==> src/core/tu2_defs.svh <==
// Register map, field positions and reset values for the timer unit 2 pin function select block.
// Included by the top-level design file of the block and by the bench; holds definitions only.
`ifndef TU2_DEFS_SVH
`define TU2_DEFS_SVH

// ----------------------------------------------------------------------------
// Register port
// ----------------------------------------------------------------------------
`define TU2_ADDR_W 8
`define TU2_PFS_OFFSET 8'h00
`define TU2_PFS_RESET 32'h0000_0000
// Only the implemented fields are stored; reserved and unused bits read as zero
`define TU2_PFS_WMASK 32'h03FF_1FFF
`define TU2_READ_IDLE 32'h0000_0000

// ----------------------------------------------------------------------------
// Field positions
// ----------------------------------------------------------------------------
`define TU2_CAP21_HI 25
`define TU2_CAP21_LO 23
`define TU2_CAP20_HI 22
`define TU2_CAP20_LO 20
`define TU2_FRUN_HI 19
`define TU2_FRUN_LO 18
`define TU2_TRIP_HI 17
`define TU2_TRIP_LO 16
`define TU2_RSV_HI 15
`define TU2_RSV_LO 13
`define TU2_GPIO_BIT 12
`define TU2_WAVE_LSB 0
`define TU2_WAVE_W 2
`define TU2_WAVE_N 6

// ----------------------------------------------------------------------------
// Pin synchroniser lanes
// ----------------------------------------------------------------------------
`define TU2_PIN_N 8
`define TU2_LANE_C20_P0 0
`define TU2_LANE_C20_P1 1
`define TU2_LANE_C21_P0 2
`define TU2_LANE_C21_P1 3
`define TU2_LANE_FR_P0 4
`define TU2_LANE_FR_P1 5
`define TU2_LANE_TR_P0 6
`define TU2_LANE_TR_P1 7
`define TU2_SETTLE_CYC 2'h3

`endif

==> src/core/tu2_pkg.sv <==
// Types shared by the timer unit 2 pin function select modules.
// Assumes nothing of its surroundings.
package tu2_pkg;

    // Input source codes; 2-bit fields are zero-extended onto this type
    typedef enum logic [2:0] {
        TU2_SRC_PIN0 = 3'h0,
        TU2_SRC_PIN0_ALT = 3'h1,
        TU2_SRC_PIN1 = 3'h2,
        TU2_SRC_BAD3 = 3'h3,
        TU2_SRC_SYNC_A = 3'h4,
        TU2_SRC_SYNC_B = 3'h5,
        TU2_SRC_BAD6 = 3'h6,
        TU2_SRC_BAD7 = 3'h7
    } tu2_in_src_t;

    // Waveform output enable codes
    typedef enum logic [1:0] {
        TU2_OUT_NONE = 2'h0,
        TU2_OUT_PIN0 = 2'h1,
        TU2_OUT_PIN1 = 2'h2,
        TU2_OUT_BAD = 2'h3
    } tu2_out_en_t;

endpackage : tu2_pkg

==> src/core/tu2_in_sel.sv <==
// One input routing multiplexer: two pins and two internal sync lines.
// Assumes its inputs are already in the clock domain of the user.
`timescale 1ns/1ps
`default_nettype none
module tu2_in_sel (
    input wire tu2_pkg::tu2_in_src_t code,
    input wire logic pin0,
    input wire logic pin1,
    input wire logic sync_a,
    input wire logic sync_b,
    output logic sel
);
    import tu2_pkg::*;

    always_comb begin
        case (code)
            TU2_SRC_PIN0, TU2_SRC_PIN0_ALT: sel = pin0;
            TU2_SRC_PIN1: sel = pin1;
            TU2_SRC_SYNC_A: sel = sync_a;
            TU2_SRC_SYNC_B: sel = sync_b;
            // Forbidden codes deselect every source
            default: sel = 1'b0;
        endcase
    end

endmodule : tu2_in_sel
`default_nettype wire

==> src/core/tu2_out_sel.sv <==
// One waveform output router: drives pin option zero, option one or neither.
// Assumes the waveform value and trip switch come from logic on the same clock.
`timescale 1ns/1ps
`default_nettype none
module tu2_out_sel (
    input wire tu2_pkg::tu2_out_en_t code,
    input wire logic wave,
    input wire logic to_gpio,
    output logic p0_out,
    output logic p0_oe,
    output logic p1_out,
    output logic p1_oe
);
    import tu2_pkg::*;

    always_comb begin
        p0_oe = 1'b0;
        p1_oe = 1'b0;
        case (code)
            TU2_OUT_PIN0: p0_oe = !to_gpio;
            TU2_OUT_PIN1: p1_oe = !to_gpio;
            // No output, and forbidden code treated as no output
            default: begin
                p0_oe = 1'b0;
                p1_oe = 1'b0;
            end
        endcase
        // Data is masked so an idle pin never shows a stale waveform
        p0_out = p0_oe & wave;
        p1_out = p1_oe & wave;
    end

endmodule : tu2_out_sel
`default_nettype wire

==> src/core/tu2_pin_func_sel.sv <==
// Timer unit 2 pin function select: one selection register and the pin routing it steers.
// Assumes a single-cycle register port on CLK, and timer, serial and trip-flag logic on CLK.
// Function
// - Capture 21 source bits 25:23 reset 000; 000/001 pin zero, 010 pin one.
// - Capture 21 code 100 takes serial channel 1 line sync, 101 channel 5.
// - Capture 20 source bits 22:20 reset 000; 000/001 pin zero, 010 pin one.
// - Capture 20 code 100 takes serial channel 0 line sync, 101 channel 4.
// - Free-run clock bits 19:18 reset 00; 00/01 pin zero, 10 pin one.
// - Trip input bits 17:16 reset 00; 00/01 pin zero, 10 pin one.
// - Bits 15:13 read zero; software writes zero there.
// - Bit 12 set lets the trip flag hand all six waveform pins to GPIO.
// - Wave 25 bits 11:10 reset 00 none; 01 pin zero, 10 pin one.
// - Wave 24 bits 9:8 reset 00 none; 01 pin zero, 10 pin one.
// - Wave 23 bits 7:6 reset 00 none; 01 pin zero, 10 pin one.
// - Wave 22 bits 5:4 reset 00 none; 01 pin zero, 10 pin one.
// - Wave 21 bits 3:2 reset 00 none; 01 pin zero, 10 pin one.
// - Wave 20 bits 1:0 reset 00 none; 01 pin zero, 10 pin one.
// - Reads return the stored value and change nothing.
// - Deep standby exit reset leaves the register unchanged.
`timescale 1ns/1ps
`default_nettype none
`include "tu2_defs.svh"
module tu2_pin_func_sel #(
    parameter int WAVE_N = `TU2_WAVE_N
) (
    input wire logic CLK,
    input wire logic RST_N,
    input wire logic DSTBY_RST_N,
    input wire logic [`TU2_ADDR_W-1:0] ADDR,
    input wire logic [31:0] WDATA,
    input wire logic WR,
    input wire logic RD,
    output logic [31:0] RDATA,
    input wire logic CAP20_PIN0,
    input wire logic CAP20_PIN1,
    input wire logic CAP21_PIN0,
    input wire logic CAP21_PIN1,
    input wire logic LINE_SYNC_CH0,
    input wire logic LINE_SYNC_CH1,
    input wire logic LINE_SYNC_CH4,
    input wire logic LINE_SYNC_CH5,
    input wire logic FREERUN_PIN0,
    input wire logic FREERUN_PIN1,
    input wire logic TRIP_PIN0,
    input wire logic TRIP_PIN1,
    input wire logic TRIP_EVENT_FLAG,
    input wire logic [WAVE_N-1:0] WAVE_IN,
    output logic CAPTURE20_IN,
    output logic CAPTURE21_IN,
    output logic FREERUN_CLOCK_IN,
    output logic DEAD_TIME_TRIP_IN,
    output logic TRIP_GPIO_ACTIVE,
    output logic [WAVE_N-1:0] WAVE_PIN0_OUT,
    output logic [WAVE_N-1:0] WAVE_PIN0_OE,
    output logic [WAVE_N-1:0] WAVE_PIN1_OUT,
    output logic [WAVE_N-1:0] WAVE_PIN1_OE
);
    import tu2_pkg::*;

    // ------------------------------------------------------------------------
    // Declarations
    // ------------------------------------------------------------------------
    logic [31:0] sel_reg_ff;
    logic [31:0] nxt_sel_reg;
    logic [31:0] rdata_ff;
    logic [31:0] nxt_rdata;
    logic [`TU2_PIN_N-1:0] pin_raw;
    logic [`TU2_PIN_N-1:0] pin_meta_ff;
    logic [`TU2_PIN_N-1:0] pin_sync_ff;
    logic hit;
    logic any_rst;
    logic trip_gpio;
    logic cap20_sel;
    logic cap21_sel;
    logic frun_sel;
    logic trip_sel;
    logic [WAVE_N-1:0] p0_out;
    logic [WAVE_N-1:0] p0_oe;
    logic [WAVE_N-1:0] p1_out;
    logic [WAVE_N-1:0] p1_oe;
    logic cap20_ff;
    logic cap21_ff;
    logic frun_ff;
    logic trip_ff;
    logic trip_gpio_ff;
    logic [WAVE_N-1:0] p0_out_ff;
    logic [WAVE_N-1:0] p0_oe_ff;
    logic [WAVE_N-1:0] p1_out_ff;
    logic [WAVE_N-1:0] p1_oe_ff;
    logic [1:0] settle_ff;

    assign hit = (ADDR == `TU2_PFS_OFFSET);
    // Deep standby exit clears the pin path but not the selection register
    assign any_rst = !RST_N || !DSTBY_RST_N;

    // ------------------------------------------------------------------------
    // Selection register
    // ------------------------------------------------------------------------
    always_comb begin
        nxt_sel_reg = sel_reg_ff;
        if (WR && hit) begin
            // Reserved bits are never stored, so they always read as zero
            nxt_sel_reg = WDATA & `TU2_PFS_WMASK;
        end
    end

    // Only the power-on style reset restores the initial values
    always_ff @(posedge CLK) begin
        if (!RST_N) begin
            sel_reg_ff <= `TU2_PFS_RESET;
        end else begin
            sel_reg_ff <= nxt_sel_reg;
        end
    end

    // Read data stands only in the cycle after the strobe; reads never touch state
    always_comb begin
        nxt_rdata = `TU2_READ_IDLE;
        if (RD && hit) begin
            nxt_rdata = sel_reg_ff;
        end
    end

    always_ff @(posedge CLK) begin
        if (!RST_N) begin
            rdata_ff <= `TU2_READ_IDLE;
        end else begin
            rdata_ff <= nxt_rdata;
        end
    end

    assign RDATA = rdata_ff;

    // ------------------------------------------------------------------------
    // Pin synchronisers
    // ------------------------------------------------------------------------
    always_comb begin
        pin_raw = '0;
        pin_raw[`TU2_LANE_C20_P0] = CAP20_PIN0;
        pin_raw[`TU2_LANE_C20_P1] = CAP20_PIN1;
        pin_raw[`TU2_LANE_C21_P0] = CAP21_PIN0;
        pin_raw[`TU2_LANE_C21_P1] = CAP21_PIN1;
        pin_raw[`TU2_LANE_FR_P0] = FREERUN_PIN0;
        pin_raw[`TU2_LANE_FR_P1] = FREERUN_PIN1;
        pin_raw[`TU2_LANE_TR_P0] = TRIP_PIN0;
        pin_raw[`TU2_LANE_TR_P1] = TRIP_PIN1;
    end

    always_ff @(posedge CLK) begin
        if (any_rst) begin
            pin_meta_ff <= '0;
            pin_sync_ff <= '0;
        end else begin
            pin_meta_ff <= pin_raw;
            pin_sync_ff <= pin_meta_ff;
        end
    end

    // ------------------------------------------------------------------------
    // Input routing
    // ------------------------------------------------------------------------
    // Capture 21: pins, or line sync of serial channels 1 and 5
    tu2_in_sel u_cap21 (
        .code(tu2_in_src_t'(sel_reg_ff[`TU2_CAP21_HI:`TU2_CAP21_LO])),
        .pin0(pin_sync_ff[`TU2_LANE_C21_P0]),
        .pin1(pin_sync_ff[`TU2_LANE_C21_P1]),
        .sync_a(LINE_SYNC_CH1),
        .sync_b(LINE_SYNC_CH5),
        .sel(cap21_sel)
    );

    // Capture 20: pins, or line sync of serial channels 0 and 4
    tu2_in_sel u_cap20 (
        .code(tu2_in_src_t'(sel_reg_ff[`TU2_CAP20_HI:`TU2_CAP20_LO])),
        .pin0(pin_sync_ff[`TU2_LANE_C20_P0]),
        .pin1(pin_sync_ff[`TU2_LANE_C20_P1]),
        .sync_a(LINE_SYNC_CH0),
        .sync_b(LINE_SYNC_CH4),
        .sel(cap20_sel)
    );

    // Two-bit fields widen with a zero, so code 11 lands on a forbidden source
    tu2_in_sel u_frun (
        .code(tu2_in_src_t'({1'b0, sel_reg_ff[`TU2_FRUN_HI:`TU2_FRUN_LO]})),
        .pin0(pin_sync_ff[`TU2_LANE_FR_P0]),
        .pin1(pin_sync_ff[`TU2_LANE_FR_P1]),
        .sync_a(1'b0),
        .sync_b(1'b0),
        .sel(frun_sel)
    );

    // Trip input to the waveform generator
    tu2_in_sel u_trip (
        .code(tu2_in_src_t'({1'b0, sel_reg_ff[`TU2_TRIP_HI:`TU2_TRIP_LO]})),
        .pin0(pin_sync_ff[`TU2_LANE_TR_P0]),
        .pin1(pin_sync_ff[`TU2_LANE_TR_P1]),
        .sync_a(1'b0),
        .sync_b(1'b0),
        .sel(trip_sel)
    );

    // ------------------------------------------------------------------------
    // Waveform output routing
    // ------------------------------------------------------------------------
    // The flag comes from timer logic on this clock, so it needs no synchroniser
    assign trip_gpio = sel_reg_ff[`TU2_GPIO_BIT] & TRIP_EVENT_FLAG;

    genvar gi;
    generate
        for (gi = 0; gi < WAVE_N; gi = gi + 1) begin : g_wave
            // Two-bit enable field per channel, channel 20 in the lowest pair
            tu2_out_sel u_out (
                .code(tu2_out_en_t'(sel_reg_ff[`TU2_WAVE_LSB + gi*`TU2_WAVE_W +: `TU2_WAVE_W])),
                .wave(WAVE_IN[gi]),
                .to_gpio(trip_gpio),
                .p0_out(p0_out[gi]),
                .p0_oe(p0_oe[gi]),
                .p1_out(p1_out[gi]),
                .p1_oe(p1_oe[gi])
            );
        end
    endgenerate

    // ------------------------------------------------------------------------
    // Output flops
    // ------------------------------------------------------------------------
    always_ff @(posedge CLK) begin
        if (any_rst) begin
            cap20_ff <= 1'b0;
            cap21_ff <= 1'b0;
            frun_ff <= 1'b0;
            trip_ff <= 1'b0;
        end else begin
            cap20_ff <= cap20_sel;
            cap21_ff <= cap21_sel;
            frun_ff <= frun_sel;
            trip_ff <= trip_sel;
        end
    end

    always_ff @(posedge CLK) begin
        if (any_rst) begin
            trip_gpio_ff <= 1'b0;
            p0_out_ff <= '0;
            p0_oe_ff <= '0;
            p1_out_ff <= '0;
            p1_oe_ff <= '0;
        end else begin
            trip_gpio_ff <= trip_gpio;
            p0_out_ff <= p0_out;
            p0_oe_ff <= p0_oe;
            p1_out_ff <= p1_out;
            p1_oe_ff <= p1_oe;
        end
    end

    assign CAPTURE20_IN = cap20_ff;
    assign CAPTURE21_IN = cap21_ff;
    assign FREERUN_CLOCK_IN = frun_ff;
    assign DEAD_TIME_TRIP_IN = trip_ff;
    assign TRIP_GPIO_ACTIVE = trip_gpio_ff;
    assign WAVE_PIN0_OUT = p0_out_ff;
    assign WAVE_PIN0_OE = p0_oe_ff;
    assign WAVE_PIN1_OUT = p1_out_ff;
    assign WAVE_PIN1_OE = p1_oe_ff;

    // ------------------------------------------------------------------------
    // Assertions
    // ------------------------------------------------------------------------
    // Counts cycles since any reset so pin paths are checked only once refilled
    always_ff @(posedge CLK) begin
        if (any_rst) begin
            settle_ff <= 2'h0;
        end else if (settle_ff != `TU2_SETTLE_CYC) begin
            settle_ff <= settle_ff + 2'h1;
        end
    end
endmodule : tu2_pin_func_sel
`default_nettype wire

==> config.mk <==
export PLATFORM = sky130hd
export DESIGN_NAME = tu2_pin_func_sel
export DESIGN_NICKNAME = d
export VERILOG_FILES = /design/src/core/tu2_pkg.sv /design/src/core/tu2_in_sel.sv /design/src/core/tu2_out_sel.sv /design/src/core/tu2_pin_func_sel.sv
export VERILOG_INCLUDE_DIRS = /design/src /design/src/core
export SDC_FILE = /design/constraint.sdc
export NUM_CORES = 1
export LEC_CHECK = 0
export BUFFER_PORTS_ARGS = -buffer_cell sky130_fd_sc_hd__buf_2
export CELL_PAD_IN_SITES_DETAIL_PLACEMENT = 1
export CELL_PAD_IN_SITES_GLOBAL_PLACEMENT = 1
export CORE_UTILIZATION = 26
export CTS_BUF_LIST = sky130_fd_sc_hd__clkbuf_8
export DETAILED_ROUTE_END_ITERATION = 10
export GPL_ROUTABILITY_DRIVEN = 0
export GPL_TIMING_DRIVEN = 0
export PLACE_DENSITY = 0.64
export REMOVE_ABC_BUFFERS = 1
export SETUP_SLACK_MARGIN = 0.05
export SKIP_CTS_REPAIR_TIMING = 1
export SLEW_MARGIN = 40
export SYNTH_ARGS = -nofsm -noshare
export SYNTH_HDL_FRONTEND = slang
export SYNTH_HIERARCHICAL = 1
export SYNTH_SLANG_ARGS = --single-unit
==> constraint.sdc <==
create_clock -name CLK -period 1.9 [get_ports CLK]
set_input_delay 0.285 -clock CLK [delete_from_list [all_inputs] [get_ports CLK]]
set_output_delay 0.285 -clock CLK [all_outputs]
set_load 0.02 [all_outputs]
== Word-level counts from Yosys, hierarchy flattened ==
Cells that the tools add are included.

* Register bits: 91
* Latch bits: 0
* Memory bits (writable): 0
* ROM bits: 0
* Output and inout bits: 61
* Memories kept: 0

* Add/subtract/negate cells: 0
* Multiply operators: 0
* Divide/modulo/power cells: 0
* Order comparisons: 0
* Equal/unequal tests: 24
* Shifts and indexed selects: 0
* Mux-type cells: 16
* Bitwise operators: 13
* Reductions and logical operators: 16

{| class="wikitable"
|+ Operators by type and width
! operator !! number
|-
| $eq 2x1->1 const B || 8
|-
| $eq 2x2->1 const B || 8
|-
| $and 1x1->1 || 13
|-
| $eq 3x3->1 const B || 4
|-
| $logic_not 3->1 || 4
|-
| $mux 1 || 12
|-
| $logic_not 8->1 || 1
|-
| $pmux 1 s4 || 2
|-
| $reduce_or 2->1 || 4
|-
| $eq 3x1->1 const B || 2
|-
| $eq 3x2->1 const B || 2
|-
| $pmux 1 s2 || 2
|-
| $logic_not 1->1 || 3
|-
| $logic_and 1x1->1 || 2
|-
| $reduce_and 2->1 || 1
|-
| $logic_or 1x1->1 || 1
|}

== Depth between registers and ports, before layout ==
* Depth in word-level cells: 4
* Depth in mapped cells: 4
* Gate-level depth less buffers: 4

== Modules after synthesis ==
Netlist, hierarchy kept.

{| class="wikitable"
|+ Modules (own cells, without submodules)
! module !! instances !! cells each !! area each (sq um)
|-
| tu2_pin_func_sel || 1 || 263 || 2865.2
|-
| tu2_out_sel || 6 || 4 || 40.0
|-
| tu2_in_sel || 4 || 5 || 38.8
|}

== Least setup slack after synthesis ==
OpenSTA, ideal clock, no wires.

* Path kind: in2reg
* Start: in ADDR[1]
* End: reg sel_reg_ff[10]
* Arrival: 1.517 ns
* Slack: 0.311 ns
* Stages: 4
* Cells stage by stage: or4_1 nor3_4 buf_6 mux2i_1

* Word-level cells in the longest chain between the ends: 2

{| class="wikitable"
|+ Ends and longest elaborated chain
! item !! line !! text
|-
| start, declared || tu2_pin_func_sel.sv:29 || <nowiki>input wire logic [`TU2_ADDR_W-1:0] ADDR,</nowiki>
|-
| $logic_not 8->1 (no line) || n/a ||
|-
| $logic_and 1x1->1 || tu2_pin_func_sel.sv:101 || <nowiki>if (WR && hit) begin</nowiki>
|-
| end signal, assigned || tu2_pin_func_sel.sv:110 || <nowiki>sel_reg_ff <= `TU2_PFS_RESET;</nowiki>
|-
| end signal, assigned || tu2_pin_func_sel.sv:112 || <nowiki>sel_reg_ff <= nxt_sel_reg;</nowiki>
|-
| end, declared || tu2_pin_func_sel.sv:63 || <nowiki>logic [31:0] sel_reg_ff;</nowiki>
|}

Every way passes these cells.
A chain may end at the register's enable or synchronous reset.

== Worst setup path after layout ==
* Start: in ADDR[1]
* End: reg sel_reg_ff[23]

The elaborated chain is that of the path after synthesis.

==> impl_metrics.yaml <==
detailed_routing:
  drc: 0
  wirelength_mm: 7.74
  dr.first_iter.drc_count: 56
  vias: 2493
  wire_per_inst_um: 13.1
  via_per_inst: 4.22
  antenna_left: 0
  drtPass1Iterations: 4
setup_path:
  r2r_slack_ns: 0.54
  worstPathRequired_ns: 2.19
  start_kind: "input port"
  critPathMaxStageDelay_ns: 0.62
  crit_path_cell_trace: "buf_2 -> or4_1 -> nor3_4 -> buf_6 -> buf_4 -> mux2i_1"
  cp-end-kind: "flop"
  crit_slowest_cell: "or4_1"
  arrival_ns: 2.00
  criticalPathCategory: "in -> reg"
  crit_fanout: 8
timing:
  slew_viol_final: 0
  relSlewSlack: 0.470
  worstMarginPinSlew_ns: 0.795
  setup_violations: 0
  fin_ws_ns: 0.195
  rsz0062_at_grt: "false"
  max_freq_ghz: 0.586
  fin_crit_ns: 1.71
  finClkSkew_ns: 0.00777
  fin_crit_sh: 0.897
  setup_tns_ns: 0
  hold_viol_final: 0
cts:
  h-tree-depth: 3
  cts_sinks: 91
  clk_pin_slew_ns: 0.08
  cts_buffers: 9
  clk_latency_ns: 0.36
  clock-root-buffer: "clkbuf_8"
  cts.path.max_buffers: 2
  cts_tree: "built"
global_routing:
  grt_usage: 0.124
  antenna_found_initial: 1
  grt_pass1_wl_mm: 12.3
  grt_max_degree: 93
  first_global_vias: 2537
  overflow: 0
floorplan:
  die_h_um: 114
  fp.dieW_um: 114
  die-area_um2: 13000
  pin_count: 125
  num_rows: 40
  core_area_um2: 12100
  start_util: 0.269
power:
  p_per_area_nw_per_um2: 831
  vdd_ir_drop_max_mv: 0.246
  leakagePower_nw: 2.02
finish:
  fin_nets: 481
  register_area_um2: 1820
  fillers: 1435
  multiInputGateArea_um2: 1350
  drive_gt1_frac: 0.334
  area_growth_pct: 28.1
place:
  numPortBuffers: 106
  dp_slack_ns: -0.207
  hpwl_mm: 5.29
yosys:
  yosysSeqAreaShare: 0.559
  synth_ff_type: "dfxtp_1"
  syn-mean-instance-area_um2: 10.6
  synth_area_leaders: "dfxtp_1, mux2i_1, and3_1"
  syn_inst: 307
  synth_top_cells_by_count: "dfxtp_1, nand2_1, and3_1"
  synth_edf_count: 0
  syn_area_um2: 3260
  ys_types: 21
  async_flop_share: 0
  yosysMostFrequentCell: "dfxtp_1"
  synth_area_leader_cell: "dfxtp_1"
  yosysTopAreaCellShare: 0.559
  yosys_register_bits: 91
  synth_warnings: 6
job:
  max_cap_violations: 0
hold_path:
  hold_path.class: "in -> reg"
outcome:
  status: "completed"
-- metal layers --
| metal | vias up | share of wire | track usage |
|---|---|---|---|
| met5 | - | 0 | 0 |
| met4 | 0 | 0.020 | 0.0649 |
| met3 | 11 | 0.061 | 0.0377 |
| met2 | 76 | 0.49 | 0.217 |
| met1 | 1178 | 0.43 | 0.135 |
| li1 | 1228 | - | - |
-- power breakdown --
group | switching, mW | internal (mW)
Clock | 0.671 | 0.727
Combinational | 0.0915 | 0.0599
Sequential | 0.00272 | 1.92
-- final timing paths --
path	from	endpoint	cells after the start
worst max register to register	sel_reg_ff[12]$_SDFFE_PN0P_	WAVE_PIN0_OUT[5]$_SDFF_PP0_	3
worst max-delay path	ADDR[1]	sel_reg_ff[23]$_SDFFE_PN0P_	6
worst min register to register	pin_meta_ff[4]$_SDFF_PP0_	pin_sync_ff[4]$_SDFF_PP0_	1
worst min-delay path	TRIP_PIN1	pin_meta_ff[7]$_SDFF_PP0_	2
-- state kept, by name (all words and copies together), names as in the netlist, 6 cells and up --
name / flops
RDATA: 23
sel_reg_ff: 23
pin_meta_ff: 8
pin_sync_ff: 8
WAVE_PIN0_OE: 6
WAVE_PIN0_OUT: 6
WAVE_PIN1_OE: 6
WAVE_PIN1_OUT: 6
-- logic make-up (layout without fill, tap and decap cells) --
group                  count (synthesis)  after routing  share of synthesized area
AO/OA/AOI/OAI                          4              4                    0.00767
buffers and inverters                 28            127                     0.0480
flip-flops                            91             91                      0.559
multiplexers                          31             31                     0.0952
other                                  1             18                    0.00115
AND/OR/NAND/NOR                      152            152                      0.289
-- layout make-up --
type,count,area share
clock buffer,9,0.0297
antenna,1,0.000599
timing repair buffer,110,0.138
clock inverter,7,0.0204
multi-input combinational,204,0.323
sequential,91,0.436
tap,168,0.0503
inverter,1,0.000899
-- cells in the final DEF, fill, tap and decap left out, types with 9 or more instances in the layout --
| cell type | count |
|---|---|
| and2_1 | 23 |
| and3_1 | 45 |
| and4bb_2 | 12 |
| buf_2 | 105 |
| clkbuf_8 | 9 |
| conb_1 | 17 |
| dfxtp_1 | 91 |
| mux2i_1 | 31 |
| nand2_1 | 47 |
| nor3b_1 | 12 |
-- metrics by stage --
step                hold slack, ns  instances  utilization  instance area [um^2]  power (mW)
finish                       0.156        591        0.345                  4180        3.47
global route                 0.143        590        0.345                  4170        3.62
CTS                          0.124        590        0.345                  4170        3.55
detailed placement           0.447        574        0.327                  3960        2.12
global placement             0.448        570        0.323                  3910        2.11
floorplan                    0.427        296            -                  3170        2.01
-- critical path, delay by kind of cell --
kind                   cells  cell delay [ns]
muxes                      1             0.20
and+or+nand+nor            2             1.00
buffers and inverters      3             0.51
No activity file was read; power rests on OpenSTA's default activity.
